[src/include/umam_pkg.sv]
`default_nettype none
package umam_pkg;
    // Register map of the device end, byte addresses on its own port
    localparam logic [7:0] UMAM_SLAVE_ADDR_OFS = 8'ha9;
    localparam logic [7:0] UMAM_SLAVE_MASK_OFS = 8'hb9;
    localparam logic [7:0] UMAM_ADDR_RESET = 8'h00;
    // Controller registers on Wishbone, word offsets as byte addresses
    localparam logic [7:0] UMAM_WB_CTRL_OFS = 8'h00;
    localparam logic [7:0] UMAM_WB_STAT_OFS = 8'h04;
    localparam logic [7:0] UMAM_WB_MASK_OFS = 8'h08;
    localparam logic [7:0] UMAM_WB_RXDATA_OFS = 8'h0c;
    localparam logic [7:0] UMAM_WB_SLV_ADDR_OFS = 8'h10;
    localparam logic [7:0] UMAM_WB_SMASK_OFS = 8'h14;
    // Control bits
    localparam int UMAM_CTRL_REN_BIT = 0;
    localparam int UMAM_CTRL_FILT_BIT = 1;
    localparam int UMAM_CTRL_TEN_BIT = 2;
    // Status and interrupt bits
    localparam int UMAM_IRQ_RX_BIT = 0;
    localparam int UMAM_IRQ_LOST_BIT = 1;
    localparam int UMAM_IRQ_W = 2;
    localparam logic [2:0] UMAM_CTRL_RESET = 3'h1;
    localparam logic [UMAM_IRQ_W-1:0] UMAM_IRQ_RESET = 2'h0;
endpackage
`default_nettype wire

[src/include/umam_if.sv]
`timescale 1ns/1ns
`default_nettype none
// One frame moves per cycle of frame_valid; frame_ninth is the ninth or the stop bit
interface umam_if;
    logic frame_valid;
    logic [7:0] frame_data;
    logic frame_ninth;
    logic ten_bit_mode;
    logic reg_wr;
    logic [7:0] reg_addr;
    logic [7:0] reg_wdata;
    logic [7:0] reg_rdata;
    logic rx_done_flag;
    logic rx_done_clr;
    logic [7:0] serial_buffer;
    logic rx_ninth_bit;
    modport device (
        input frame_valid, frame_data, frame_ninth, ten_bit_mode,
        input reg_wr, reg_addr, reg_wdata, rx_done_clr,
        output reg_rdata, rx_done_flag, serial_buffer, rx_ninth_bit
    );
    modport ctrl (
        output frame_valid, frame_data, frame_ninth, ten_bit_mode,
        output reg_wr, reg_addr, reg_wdata, rx_done_clr,
        input reg_rdata, rx_done_flag, serial_buffer, rx_ninth_bit
    );
endinterface
`default_nettype wire

[src/hw/umam_ctrl.sv]
`timescale 1ns/1ns
`default_nettype none
module umam_ctrl
    import umam_pkg::*;
(
    // Clock and reset
    input wire logic CORE_CLK_IN,
    input wire logic ARST_N_IN,
    // Wishbone slave
    input wire logic WB_CYC_IN,
    input wire logic WB_STB_IN,
    input wire logic WB_WE_IN,
    input wire logic [7:0] WB_ADR_IN,
    input wire logic [3:0] WB_SEL_IN,
    input wire logic [31:0] WB_DAT_IN,
    output logic [31:0] WB_DAT_OUT,
    output logic WB_ACK_OUT,
    // Frame source from the serial front end
    input wire logic FRAME_VALID_IN,
    input wire logic [7:0] FRAME_DATA_IN,
    input wire logic FRAME_NINTH_IN,
    // Interrupt and device control
    output logic IRQ_OUT,
    output logic RX_ENABLE_OUT,
    output logic ADDR_FILTER_EN_OUT,
    // Link to the device end
    umam_if.ctrl LINK
);
    typedef struct packed {
        logic [2:0] ctrl;
        logic [UMAM_IRQ_W-1:0] stat;
        logic [UMAM_IRQ_W-1:0] mask;
        logic [31:0] rdata;
        logic ack;
        logic done_q;
    } umam_ctl_state_t;
    umam_ctl_state_t s_reg, s_next;
    logic req;
    logic [31:0] rd;
    logic rx_rise;
    assign req = WB_CYC_IN && WB_STB_IN && !s_reg.ack;
    assign rx_rise = LINK.rx_done_flag && !s_reg.done_q;
    always_comb begin
        unique case (WB_ADR_IN)
            UMAM_WB_CTRL_OFS: rd = {29'h0, s_reg.ctrl};
            UMAM_WB_STAT_OFS: rd = {30'h0, s_reg.stat};
            UMAM_WB_MASK_OFS: rd = {30'h0, s_reg.mask};
            UMAM_WB_RXDATA_OFS: rd = {22'h0, LINK.rx_done_flag, LINK.rx_ninth_bit,
                                      LINK.serial_buffer};
            UMAM_WB_SLV_ADDR_OFS, UMAM_WB_SMASK_OFS: rd = {24'h0, LINK.reg_rdata};
            default: rd = 32'h0;
        endcase
    end
    always_comb begin
        s_next = s_reg;
        s_next.ack = req;
        s_next.done_q = LINK.rx_done_flag;
        if (req && !WB_WE_IN) begin
            s_next.rdata = rd;
        end
        if (req && WB_WE_IN && WB_SEL_IN[0]) begin
            if (WB_ADR_IN == UMAM_WB_CTRL_OFS) begin
                s_next.ctrl = WB_DAT_IN[2:0];
            end
            if (WB_ADR_IN == UMAM_WB_MASK_OFS) begin
                s_next.mask = WB_DAT_IN[UMAM_IRQ_W-1:0];
            end
            if (WB_ADR_IN == UMAM_WB_STAT_OFS) begin
                s_next.stat = s_reg.stat & ~WB_DAT_IN[UMAM_IRQ_W-1:0];
            end
        end
        // Set wins over a clear in the same cycle
        if (rx_rise) begin
            s_next.stat[UMAM_IRQ_RX_BIT] = 1'b1;
        end
        if (FRAME_VALID_IN && LINK.rx_done_flag) begin
            s_next.stat[UMAM_IRQ_LOST_BIT] = 1'b1;
        end
    end
    always_ff @(posedge CORE_CLK_IN or negedge ARST_N_IN) begin
        if (!ARST_N_IN) begin
            s_reg <= '{UMAM_CTRL_RESET, UMAM_IRQ_RESET, UMAM_IRQ_RESET, 32'h0, 1'b0, 1'b0};
        end else begin
            s_reg <= s_next;
        end
    end
    // Pass-through of address-register writes to the device's own port
    assign LINK.reg_wr = req && WB_WE_IN && WB_SEL_IN[0] &&
                         (WB_ADR_IN == UMAM_WB_SLV_ADDR_OFS || WB_ADR_IN == UMAM_WB_SMASK_OFS);
    assign LINK.reg_addr = (WB_ADR_IN == UMAM_WB_SMASK_OFS) ? UMAM_SLAVE_MASK_OFS
                                                            : UMAM_SLAVE_ADDR_OFS;
    assign LINK.reg_wdata = WB_DAT_IN[7:0];
    // Reading received data hands the buffer back to the receiver
    assign LINK.rx_done_clr = req && !WB_WE_IN && (WB_ADR_IN == UMAM_WB_RXDATA_OFS);
    assign LINK.frame_valid = FRAME_VALID_IN;
    assign LINK.frame_data = FRAME_DATA_IN;
    assign LINK.frame_ninth = FRAME_NINTH_IN;
    assign LINK.ten_bit_mode = s_reg.ctrl[UMAM_CTRL_TEN_BIT];
    assign RX_ENABLE_OUT = s_reg.ctrl[UMAM_CTRL_REN_BIT];
    assign ADDR_FILTER_EN_OUT = s_reg.ctrl[UMAM_CTRL_FILT_BIT];
    assign WB_ACK_OUT = s_reg.ack;
    assign WB_DAT_OUT = s_reg.rdata;
    assign IRQ_OUT = |(s_reg.stat & s_reg.mask);
endmodule // umam_ctrl
`default_nettype wire

[src/flat_wrapper.sv]
// flat-port wrapper written by rule: the top's interface ports become plain ports
module umam_ctrl_flat import umam_pkg::*;
  (CORE_CLK_IN, ARST_N_IN, WB_CYC_IN, WB_STB_IN, WB_WE_IN, WB_ADR_IN, WB_SEL_IN, WB_DAT_IN, WB_DAT_OUT, WB_ACK_OUT, FRAME_VALID_IN, FRAME_DATA_IN, FRAME_NINTH_IN, IRQ_OUT, RX_ENABLE_OUT, ADDR_FILTER_EN_OUT, LINK_frame_valid, LINK_frame_data, LINK_frame_ninth, LINK_ten_bit_mode, LINK_reg_wr, LINK_reg_addr, LINK_reg_wdata, LINK_rx_done_clr, LINK_reg_rdata, LINK_rx_done_flag, LINK_serial_buffer, LINK_rx_ninth_bit);
  umam_if LINK_i ();
  input wire logic CORE_CLK_IN;
  input wire logic ARST_N_IN;
  input wire logic WB_CYC_IN;
  input wire logic WB_STB_IN;
  input wire logic WB_WE_IN;
  input wire logic [7:0] WB_ADR_IN;
  input wire logic [3:0] WB_SEL_IN;
  input wire logic [31:0] WB_DAT_IN;
  output logic [31:0] WB_DAT_OUT;
  output logic WB_ACK_OUT;
  input wire logic FRAME_VALID_IN;
  input wire logic [7:0] FRAME_DATA_IN;
  input wire logic FRAME_NINTH_IN;
  output logic IRQ_OUT;
  output logic RX_ENABLE_OUT;
  output logic ADDR_FILTER_EN_OUT;
  output wire logic [$bits(LINK_i.frame_valid)-1:0] LINK_frame_valid;
  output wire logic [$bits(LINK_i.frame_data)-1:0] LINK_frame_data;
  output wire logic [$bits(LINK_i.frame_ninth)-1:0] LINK_frame_ninth;
  output wire logic [$bits(LINK_i.ten_bit_mode)-1:0] LINK_ten_bit_mode;
  output wire logic [$bits(LINK_i.reg_wr)-1:0] LINK_reg_wr;
  output wire logic [$bits(LINK_i.reg_addr)-1:0] LINK_reg_addr;
  output wire logic [$bits(LINK_i.reg_wdata)-1:0] LINK_reg_wdata;
  output wire logic [$bits(LINK_i.rx_done_clr)-1:0] LINK_rx_done_clr;
  input wire logic [$bits(LINK_i.reg_rdata)-1:0] LINK_reg_rdata;
  input wire logic [$bits(LINK_i.rx_done_flag)-1:0] LINK_rx_done_flag;
  input wire logic [$bits(LINK_i.serial_buffer)-1:0] LINK_serial_buffer;
  input wire logic [$bits(LINK_i.rx_ninth_bit)-1:0] LINK_rx_ninth_bit;
  assign LINK_frame_valid = LINK_i.frame_valid;
  assign LINK_frame_data = LINK_i.frame_data;
  assign LINK_frame_ninth = LINK_i.frame_ninth;
  assign LINK_ten_bit_mode = LINK_i.ten_bit_mode;
  assign LINK_reg_wr = LINK_i.reg_wr;
  assign LINK_reg_addr = LINK_i.reg_addr;
  assign LINK_reg_wdata = LINK_i.reg_wdata;
  assign LINK_rx_done_clr = LINK_i.rx_done_clr;
  assign LINK_i.reg_rdata = LINK_reg_rdata;
  assign LINK_i.rx_done_flag = LINK_rx_done_flag;
  assign LINK_i.serial_buffer = LINK_serial_buffer;
  assign LINK_i.rx_ninth_bit = LINK_rx_ninth_bit;
  umam_ctrl u_core (.CORE_CLK_IN(CORE_CLK_IN), .ARST_N_IN(ARST_N_IN), .WB_CYC_IN(WB_CYC_IN), .WB_STB_IN(WB_STB_IN), .WB_WE_IN(WB_WE_IN), .WB_ADR_IN(WB_ADR_IN), .WB_SEL_IN(WB_SEL_IN), .WB_DAT_IN(WB_DAT_IN), .WB_DAT_OUT(WB_DAT_OUT), .WB_ACK_OUT(WB_ACK_OUT), .FRAME_VALID_IN(FRAME_VALID_IN), .FRAME_DATA_IN(FRAME_DATA_IN), .FRAME_NINTH_IN(FRAME_NINTH_IN), .IRQ_OUT(IRQ_OUT), .RX_ENABLE_OUT(RX_ENABLE_OUT), .ADDR_FILTER_EN_OUT(ADDR_FILTER_EN_OUT), .LINK(LINK_i));
endmodule
[config.mk]
export PLATFORM = sky130hd
export DESIGN_NAME = umam_ctrl_flat
export DESIGN_NICKNAME = d
export VERILOG_FILES = /design/src/include/umam_pkg.sv /design/src/include/umam_if.sv /design/src/hw/umam_ctrl.sv /design/src/flat_wrapper.sv
export SDC_FILE = /design/constraint.sdc
export NUM_CORES = 1
export LEC_CHECK = 0
export BUFFER_PORTS_ARGS = -buffer_cell sky130_fd_sc_hd__buf_2
export CORE_ASPECT_RATIO = 1.1
export CORE_UTILIZATION = 41
export CTS_BUF_LIST = sky130_fd_sc_hd__clkbuf_4 sky130_fd_sc_hd__clkbuf_8
export CTS_CLUSTER_DIAMETER = 120
export CTS_CLUSTER_SIZE = 30
export DETAILED_ROUTE_END_ITERATION = 10
export GPL_ROUTABILITY_DRIVEN = 1
export PLACE_DENSITY = 0.93
export SETUP_SLACK_MARGIN = 0.4
export SLEW_MARGIN = 20
export SYNTH_ARGS = -nofsm -noshare
export SYNTH_HDL_FRONTEND = slang
export SYNTH_SLANG_ARGS = --single-unit
[constraint.sdc]
create_clock -name CORE_CLK_IN -period 3.8 [get_ports CORE_CLK_IN]
set_clock_uncertainty 0.15 [all_clocks]
set_input_delay 0.38 -clock CORE_CLK_IN [delete_from_list [all_inputs] [get_ports CORE_CLK_IN]]
set_output_delay 0.38 -clock CORE_CLK_IN [all_outputs]
set_load 0.02 [all_outputs]
==> flow_metrics.tcl, run 1 <==
set metrics [dict create \
    worstMarginPinSlew_ns 0.502 \
    cpLargestDelayFamily "simple AND/OR/NAND/NOR gates" \
    synth_cell_types 31 \
    coreArea_um2 3410 \
    layout-drive-gt1-share_pct 42.4 \
    fp.dieW_um 59.5 \
    crit_path_end_kind "output port" \
    rows 22 \
    slew_viol_final 0 \
    yosysSeqAreaShare_pct 32.0 \
    place.gp.congestion 0.771 \
    ioPinCount 142 \
    routed_wirelength_mm 2.83 \
    netlist_area_um2 1490 \
    antenna_left 0 \
    critPathMaxStageDelay_ns 0.47 \
    fillers 357 \
    fp.dieH_um 65.3 \
    final_common_cell "buf_2" \
    synth_cells 156 \
    grt_setup_unrepaired "false" \
    tritoncts "built" \
    nNetsFinal 262 \
    via_per_inst 4.58 \
    finalCritPeriodShare_pct 62.0 \
    crit_buf_inv 2 \
    critPathArrivalTime_ns 1.83 \
    hold_viol 0 \
    synth.top_cell.area_share_pct 30.2 \
    synth_top_area_cell "dfrtp_1" \
    max_clock_freq_mhz 424 \
    drc 0 \
    ctsResizeCount 0 \
    async_reset_ff_share_pct 100 \
    setup_tns_ns 0 \
    drtPass1Iterations 4 \
    grt_pass1_wl_mm 4.43 \
    power_density_nw_per_um2 261 \
    ir_drop_mv 0.0877 \
    ys_warn_count 0 \
    mostFrequentLayoutCells "57 x buf_2, 29 x conb_1, 18 x dfrtp_1" \
    p_leak_nw 0.811 \
    fin_crit_ns 2.36 \
    clkTransAtPathRegs_ns 0.11 \
    cts_max_level 1 \
    cp_data_required_time_ns 3.27 \
    crit_path_top_delay_cell "nor4_4" \
    cts_root_buf "clkbuf_4" \
    cts_max_path_buffers 2 \
    hold_path_class "input pin to flip-flop" \
    ys_seq_elements 19 \
    synthTopCellsByArea "dfrtp_1 30%, buf_4 29%, mux2_2 5.3%, nand2_1 3.0%, nor4_4 2.9%" \
    areaGrowthSynthToFinish_pct 2.60 \
    overflow 0 \
    crit_chain "nand4bb_1, buf_4, nor4_4, buf_2" \
    maxCapViolCount 0 \
    num_vias 1063 \
    hpwlAfterDp_mm 2.30 \
    synth_edf_count 0 \
    worstSkewPairLatency_ns 0.29 \
    synth_ff_type "dfrtp_1" \
    critPathLaunchType "flip-flop" \
    crit_fanout 19 \
    drt_iter0_drc 27 \
    largest_register_ffs 10 \
    relSlewSlack_pct 66.3 \
    diodes 0 \
    wl_per_cell_um 12.2 \
    status "complete, no violations" \
    antenna_found_initial 0 \
    grt_usage_pct 15.1 \
    grt_max_degree 20 \
    hold-worst-slack_ns 0.0867 \
    numCtsBuffers 3 \
    syn_avg_cell_area_um2 9.56 \
    crit_type "flip-flop to output port" \
    cts_num_sinks 19 \
    initial_core_util_pct 43.7 \
    die_area_um2 3880 \
    grt_pass1_vias 987 \
    setup_viol 0 \
    portBuffers 57 \
    cts_setup_buffers 0 \
]
-- metrics by stage --
| stage | std cells | cell area (um^2) | power, mW | worst slack [ns] | utilization [%] |
|---|---|---|---|---|---|
| detailed placement | 227 | 1490 | 0.294 | 1.55 | 43.7 |
| CTS | 232 | 1530 | 0.409 | 1.42 | 44.8 |
| finish | 232 | 1530 | 0.400 | 1.44 | 44.8 |
| floorplan | 183 | 1590 | 0.312 | 1.79 | - |
| global route | 232 | 1530 | 0.422 | 1.33 | 44.8 |
| global placement | 227 | 1490 | 0.292 | 1.54 | 43.7 |
-- cell usage after synthesis, types with 2 or more instances --
master / instances
and4bb_2: 2
nor3_1: 4
o311ai_0: 3
inv_1: 5
dfrtp_1: 18
a211oi_1: 2
clkbuf_1: 3
a221o_1: 4
or3_4: 2
nor2_1: 5
a22o_1: 4
mux2_2: 7
nand2_1: 12
nor2b_1: 3
nor3b_1: 3
nor4_4: 2
o31ai_1: 2
a21oi_1: 2
nand3_1: 2
and3b_1: 3
buf_4: 57
conb_1: 2
-- worst paths after layout --
| kind | startpoint | end | slack (ns) | cells past startpoint |
|---|---|---|---|---|
| min reg2reg | u_core.WB_DAT_OUT[4] | u_core.WB_DAT_OUT[4] | 0.35 | 2 |
| max | u_core.WB_ACK_OUT | LINK_rx_done_clr | 1.44 | 4 |
| max in group asynchronous | ARST_N_IN | u_core.RX_ENABLE_OUT | 2.77 | 2 |
| max reg2reg | u_core.WB_ACK_OUT | u_core.ADDR_FILTER_EN_OUT | 1.88 | 4 |
| min | LINK_rx_done_flag | u_core.s_reg[0] | 0.09 | 1 |
| min in group asynchronous | ARST_N_IN | u_core.WB_DAT_OUT[1] | 0.40 | 2 |
-- where the power goes --
group | total [mW] | leakage, nW | internal, mW | switching, mW
Clock | 0.110 | 0.0184 | 0.0480 | 0.0623
Sequential | 0.206 | 0.248 | 0.205 | 0.00126
Combinational | 0.0841 | 0.544 | 0.0261 | 0.0580
Total | 0.400 | 0.811 | 0.279 | 0.122
-- area by class of cell --
cell class | instances | area [um^2] | area share (%)
Clock buffer | 4 | 30.0 | 1.96
Sequential cell | 19 | 477 | 31.2
Tap cell | 48 | 60.1 | 3.92
Timing Repair Buffer | 59 | 303 | 19.8
Inverter | 5 | 18.8 | 1.23
Multi-Input combinational cell | 97 | 642 | 41.9
-- cell families after synthesis --
group,after synthesis,share of synthesized area (%)
simple gates,42,20.2
compound gates,19,10.2
buf+inv,67,31.8
flops,19,32.0
mux,7,5.29
other cells,2,0.504
-- metal layers --
| metal | track usage (%) | vias up | routed length, um |
|---|---|---|---|
| met3 | 4.33 | 12 | 207 |
| li1 | - | 509 | - |
| met2 | 26.1 | 47 | 1410 |
| met4 | 6.98 | 0 | 60 |
| met5 | 0 | - | 0 |
| met1 | 16.7 | 495 | 1150 |
-- what timing repair did --
| item | in CTS | in global routing |
|---|---|---|
| hold buffers | 1 | 0 |
| endpoints found under the hold margin | 18 | 0 |
| setup endpoints to repair | 0 | 0 |
No activity file was read; power rests on OpenSTA's default activity.
==> run 2, diff against run 1 <==
CORE_UTILIZATION = 34   (was 41)
PLACE_DENSITY = 0.83   (was 0.93)
clock period = 2.15 ns   (was 3.8 ns; I/O delays follow)
==> run 2 against run 1 <==
Sequential share of layout area decreased by 2.0 points. Via count up 0.94%. Critical path depth down 1. Core utilization decreased by 4.7 points. First-iteration DRC count up 3.7%. Count of clock-buffer cells in the layout shrank 1. Wire length rose by 5.3%. Flip-flop and latch count did not move. Critical endpoint unchanged. Highest routed layer unchanged.
==> flow_metrics.tcl, run 2 (synthesis results as in run 1) <==
set metrics [dict create \
    crit_path_end_kind "output port" \
    crit_type "flip-flop to output port" \
    finalCritPeriodShare_pct 82.0 \
    coreArea_um2 4080 \
    mostFrequentLayoutCells "55 x buf_2, 29 x conb_1, 17 x dfrtp_1" \
    ioPinCount 142 \
    cts_max_level 1 \
    drtPass1Iterations 2 \
    hpwlAfterDp_mm 2.34 \
    crit_buf_inv 1 \
    crit_path_top_delay_cell "dfrtp_2" \
    fin_cells 241 \
    critPathMaxStageDelay_ns 0.42 \
    grt_setup_unrepaired "true" \
    cts_root_buf "clkbuf_8" \
    rows 24 \
    via_per_inst 4.45 \
    portBuffers 57 \
    drt_iter0_drc 28 \
    maxCapViolCount 0 \
    setup_tns_ns 0 \
    worstSkewPairLatency_ns 0.25 \
    hold_path_class "input pin to flip-flop" \
    cts_max_path_buffers 2 \
    dp_cells 233 \
    grt_pass1_wl_mm 4.36 \
    routed_wirelength_mm 2.98 \
    critPathArrivalTime_ns 1.40 \
    largest_register_ffs 10 \
    status "complete, no violations" \
    nNetsFinal 267 \
    p_leak_nw 0.849 \
    crit_start "u_core.WB_ACK_OUT" \
    wl_per_cell_um 12.4 \
    grt_usage_pct 12.5 \
    layout-drive-gt1-share_pct 45.5 \
    fp.dieH_um 71.5 \
    fin_crit_ns 1.76 \
    hold_viol 0 \
    crit_fanout 3 \
    numCtsBuffers 3 \
    r2r-end "u_core.s_reg[35]" \
    ff2ff_path_depth 4 \
    clkTransAtPathRegs_ns 0.07 \
    initial_core_util_pct 36.5 \
    cts_num_sinks 19 \
    critPathCapture "LINK_rx_done_clr" \
    fp.dieW_um 65.2 \
    reg2reg_from "u_core.WB_ACK_OUT" \
    regToRegSetupSlack_ns 0.41 \
    place.gp.congestion 0.803 \
    cp.depth 3 \
    areaGrowthSynthToFinish_pct 9.90 \
    cpLargestDelayFamily "simple AND/OR/NAND/NOR gates" \
    ir_drop_mv 0.205 \
    final_common_cell "buf_2" \
    slew_viol_final 0 \
    setup_viol 0 \
    grt_max_degree 20 \
    die_area_um2 4660 \
    antenna_left 0 \
    tritoncts "built" \
    power_density_nw_per_um2 471 \
    grt_pass1_vias 995 \
    max_clock_freq_mhz 567 \
    drc 0 \
    critPathLaunchType "flip-flop" \
    num_vias 1073 \
    crit_chain "nand4bb_4, nor4_4, buf_4" \
    overflow 0 \
    cp_data_required_time_ns 1.78 \
    antenna_found_initial 0 \
    diodes 0 \
]
## run 2: cell type report
| type | count | area, um^2 |
|---|---|---|
| fillers | 436 | 2440 |
| multi-input cells | 97 | 683 |
| flip-flops and latches | 19 | 478 |
| repair buffers | 64 | 348 |
| well taps | 52 | 65.1 |
| clock buffers | 3 | 41.3 |
| inverters | 5 | 18.8 |
| clock inverters | 1 | 5.00 |
## run 2: through the flow
stage,util [%],setup WS [ns],total power [mW],area [um^2],hold WS [ns]
global placement,37.2,0.229,0.520,1520,0.0198
CTS,39.2,0.342,0.777,1600,0.0208
finish,40.1,0.387,0.772,1640,0.0242
global route,40.1,0.335,0.820,1640,0.0277
floorplan,-,0.311,0.554,1620,-0.231
detailed placement,37.2,0.211,0.523,1520,0.0301
## run 2: tightest hold or removal path: cells and delay by family
family / cells / cell delay [ns]
buffers and inverters: 1 / 0.08
AOI/OAI and AO/OA: 1 / 0.06
and+or+nand+nor: 1 / 0.04
## run 2: how the worst min path moves through the flow
stage | cells after the start | end | slack, ns | from
after floorplan | 0 | u_core.ADDR_FILTER_EN_OUT | -0.23 | ARST_N_IN
after global placement | 1 | u_core.WB_DAT_OUT[0] | 0.02 | ARST_N_IN
after global routing | 3 | u_core.WB_DAT_OUT[5] | 0.03 | LINK_serial_buffer[5]
final | 3 | u_core.WB_DAT_OUT[6] | 0.02 | LINK_serial_buffer[6]
after detailed placement | 1 | u_core.WB_DAT_OUT[1] | 0.03 | ARST_N_IN
after CTS | 3 | u_core.WB_DAT_OUT[6] | 0.02 | LINK_serial_buffer[6]
## run 2: power by group
part           switching [mW]  internal [mW]  total [mW]
Clock                   0.117          0.129       0.246
Sequential            0.00236          0.362       0.364
Combinational           0.108         0.0529       0.161
Total                   0.228          0.543       0.772
## run 2: routing by layer
| metal | part of all wire (%) | GRT usage, % | routed length [um] |
|---|---|---|---|
| met1 | 40 | 13.4 | 1200 |
| met2 | 51 | 23.0 | 1530 |
| met3 | 7.4 | 3.82 | 220 |
| met4 | 0.91 | 4.11 | 27 |
| met5 | 0 | 0 | 0 |
## run 2: repair_timing
action | CTS | global route
endpoints found under the setup margin | 7 | 5
resized for setup | 2 | 5
pin swaps | 4 | 2
hold buffers | 2 | 0
buffers inserted | 1 | 1
endpoints found under the hold margin | 19 | 0
==> run 3, diff against run 2 <==
CORE_UTILIZATION = 38   (was 34)
PLACE_DENSITY = 0.87   (was 0.83)
clock period = 1.68 ns   (was 2.15 ns; I/O delays follow)
==> run 3 against run 2 <==
The run now ends with negative setup slack left. Via count up 8.9%. Critical path depth up 1. Clock power up 37%. Sequential power up 28%. Die area down 10%. Largest cell class unchanged. Highest routed layer unchanged.
==> flow_metrics.tcl, run 3 (synthesis results as in run 1) <==
set metrics [dict create \
    nNetsFinal 286 \
    diodes 0 \
    regToRegSetupSlack_ns -0.03 \
    ioPinCount 142 \
    antenna_left 0 \
    p_clk_share_pct 32.0 \
    grt_max_degree 20 \
    crit_buf_inv 0 \
    switchingPower_mw 0.309 \
    grt_pass1_wl_mm 5.02 \
    highest_layer "met4" \
    pre_cts_ws_ns -0.181 \
    ir_drop_mv 0.233 \
    mostFrequentLayoutCells "50 x buf_2, 29 x conb_1, 17 x dfrtp_1" \
    grt_pass1_vias 1162 \
    drtPass1Iterations 4 \
    crit_path_end_kind "flip-flop" \
    die_area_um2 4180 \
    cts_root_buf "clkbuf_8" \
    largest_register_ffs 10 \
    p_leak_nw 0.982 \
    cts_num_sinks 19 \
    drc 0 \
    crit_fanout 3 \
    wl_per_cell_um 12.4 \
    hpwlAfterDp_mm 2.40 \
    hold_path_class "input pin to flip-flop" \
    switching_share_pct 29.4 \
    pwr-share-comb_pct 23.7 \
    cpLargestDelayFamily "simple AND/OR/NAND/NOR gates" \
    hold_viol 0 \
    clkTransAtPathRegs_ns 0.08 \
    power_density_nw_per_um2 541 \
    wl_met2_mm 1.70 \
    wl_met3_um 227 \
    grt_setup_unrepaired "true" \
    numCtsBuffers 3 \
    worstSkewPairLatency_ns 0.25 \
    fin_crit_ns 1.71 \
    tritoncts "built" \
    wl_met1_mm 1.20 \
    crit_chain "and3b_2, nand3_4, nor4b_4, mux2_2" \
    critPathMaxStageDelay_ns 0.42 \
    slew_viol_final 0 \
    violations "negative setup slack" \
    fillers 345 \
    num_vias 1169 \
    areaGrowthSynthToFinish_pct 30.6 \
    place.gp.congestion 0.812 \
    crit_path_top_delay_cell "dfrtp_2" \
    cp_data_required_time_ns 1.67 \
    status "complete, but fails checks" \
    fp.dieH_um 67.7 \
    final_common_cell "buf_2" \
    cts_max_path_buffers 2 \
    routed_wirelength_mm 3.21 \
    max_clock_freq_mhz 585 \
    maxCapViolCount 0 \
    coreArea_um2 3710 \
    critPathArrivalTime_ns 1.70 \
    layout-drive-gt1-share_pct 54.8 \
    p_seq_share_pct 44.2 \
    p_int_mw 0.744 \
    portBuffers 57 \
    setup_viol 4 \
    critPathLaunchType "flip-flop" \
    antenna_found_initial 0 \
    drt_iter0_drc 29 \
    final.setup.worst_slack_ns -0.0293 \
    finalCritPeriodShare_pct 102 \
    overflow 0 \
    initial_core_util_pct 40.2 \
    rows 23 \
    cts_max_level 1 \
    via_per_inst 4.53 \
    fp.dieW_um 61.7 \
    fin_total_pwr_mw 1.05 \
    grt_usage_pct 16.3 \
    crit_type "flip-flop to flip-flop" \
]
==> run 3: changes by cell type in the layout (fill, tap and decap cells not counted), sizes merged <==
cell | before | now
clkinv | 1 | 0
buf | 62 | 77
clkbuf | 3 | 4
dlygate4sd3 | 2 | 6
==> run 3: layout make-up <==
| class | instances | area (um^2) | share of cell area (%) |
|---|---|---|---|
| multi-input cells | 97 | 782 | 40.1 |
| flip-flops and latches | 19 | 478 | 24.5 |
| well taps | 50 | 62.6 | 3.21 |
| inverters | 5 | 18.8 | 0.963 |
| clock buffers | 4 | 48.8 | 2.50 |
| repair buffers | 83 | 558 | 28.6 |
==> run 3: worst paths after layout <==
kind,to,start,cells past startpoint
setup / recovery,u_core.s_reg[35],u_core.WB_ACK_OUT,4
hold / removal,u_core.WB_DAT_OUT[1],LINK_serial_buffer[1],2
setup reg to reg,u_core.s_reg[35],u_core.WB_ACK_OUT,4
hold reg to reg,u_core.WB_DAT_OUT[3],u_core.WB_DAT_OUT[3],2
max in group asynchronous,u_core.RX_ENABLE_OUT,ARST_N_IN,2
min in group asynchronous,u_core.WB_DAT_OUT[6],ARST_N_IN,2
==> run 3: metrics by stage <==
stage	instances	hold slack [ns]	utilization (%)	setup TNS [ns]	area [um^2]
3_3_place_gp	239	-0.0265	43.2	-1.12	1600
4_1_cts	257	0.00376	51.1	-0.0823	1900
5_1_grt	258	0.00705	52.5	-0.391	1950
6_report	258	0.00650	52.5	-0.0670	1950
2_1_floorplan	183	-0.278	-	-0.974	1650
3_5_place_dp	239	-0.0156	43.2	-1.70	1600
==> run 3: power by group through the flow <==
stage / Combinational (mW) / Sequential (mW) / Clock (mW)
2_1_floorplan: 0.237 / 0.476 / 0
3_3_place_gp: 0.207 / 0.474 / 0
3_5_place_dp: 0.210 / 0.475 / 0
4_1_cts: 0.242 / 0.466 / 0.342
5_1_grt: 0.274 / 0.466 / 0.362
6_report: 0.250 / 0.466 / 0.337
==> run 3: worst reg2reg max path, cell delays in order, from the launching register on <==
cell	delay, ns
dfrtp_2	0.42
and3b_2	0.28
nand3_4	0.11
nor4b_4	0.28
mux2_2	0.36
==> run 3: routing by layer <==
layer / up-vias / global-route usage, %
met5: - / 0
met4: 0 / 5.83
met3: 12 / 4.98
met2: 59 / 30.8
met1: 544 / 16.3
li1: 554 / -
==> run 3: timing repair <==
action | in CTS | in global routing
setup endpoints to repair | 21 | 23
gates cloned | 0 | 0
gates resized for setup | 26 | 10
hold buffers | 6 | 0
setup buffers | 8 | 1
hold endpoints to repair | 23 | 0
pin swaps | 16 | 3
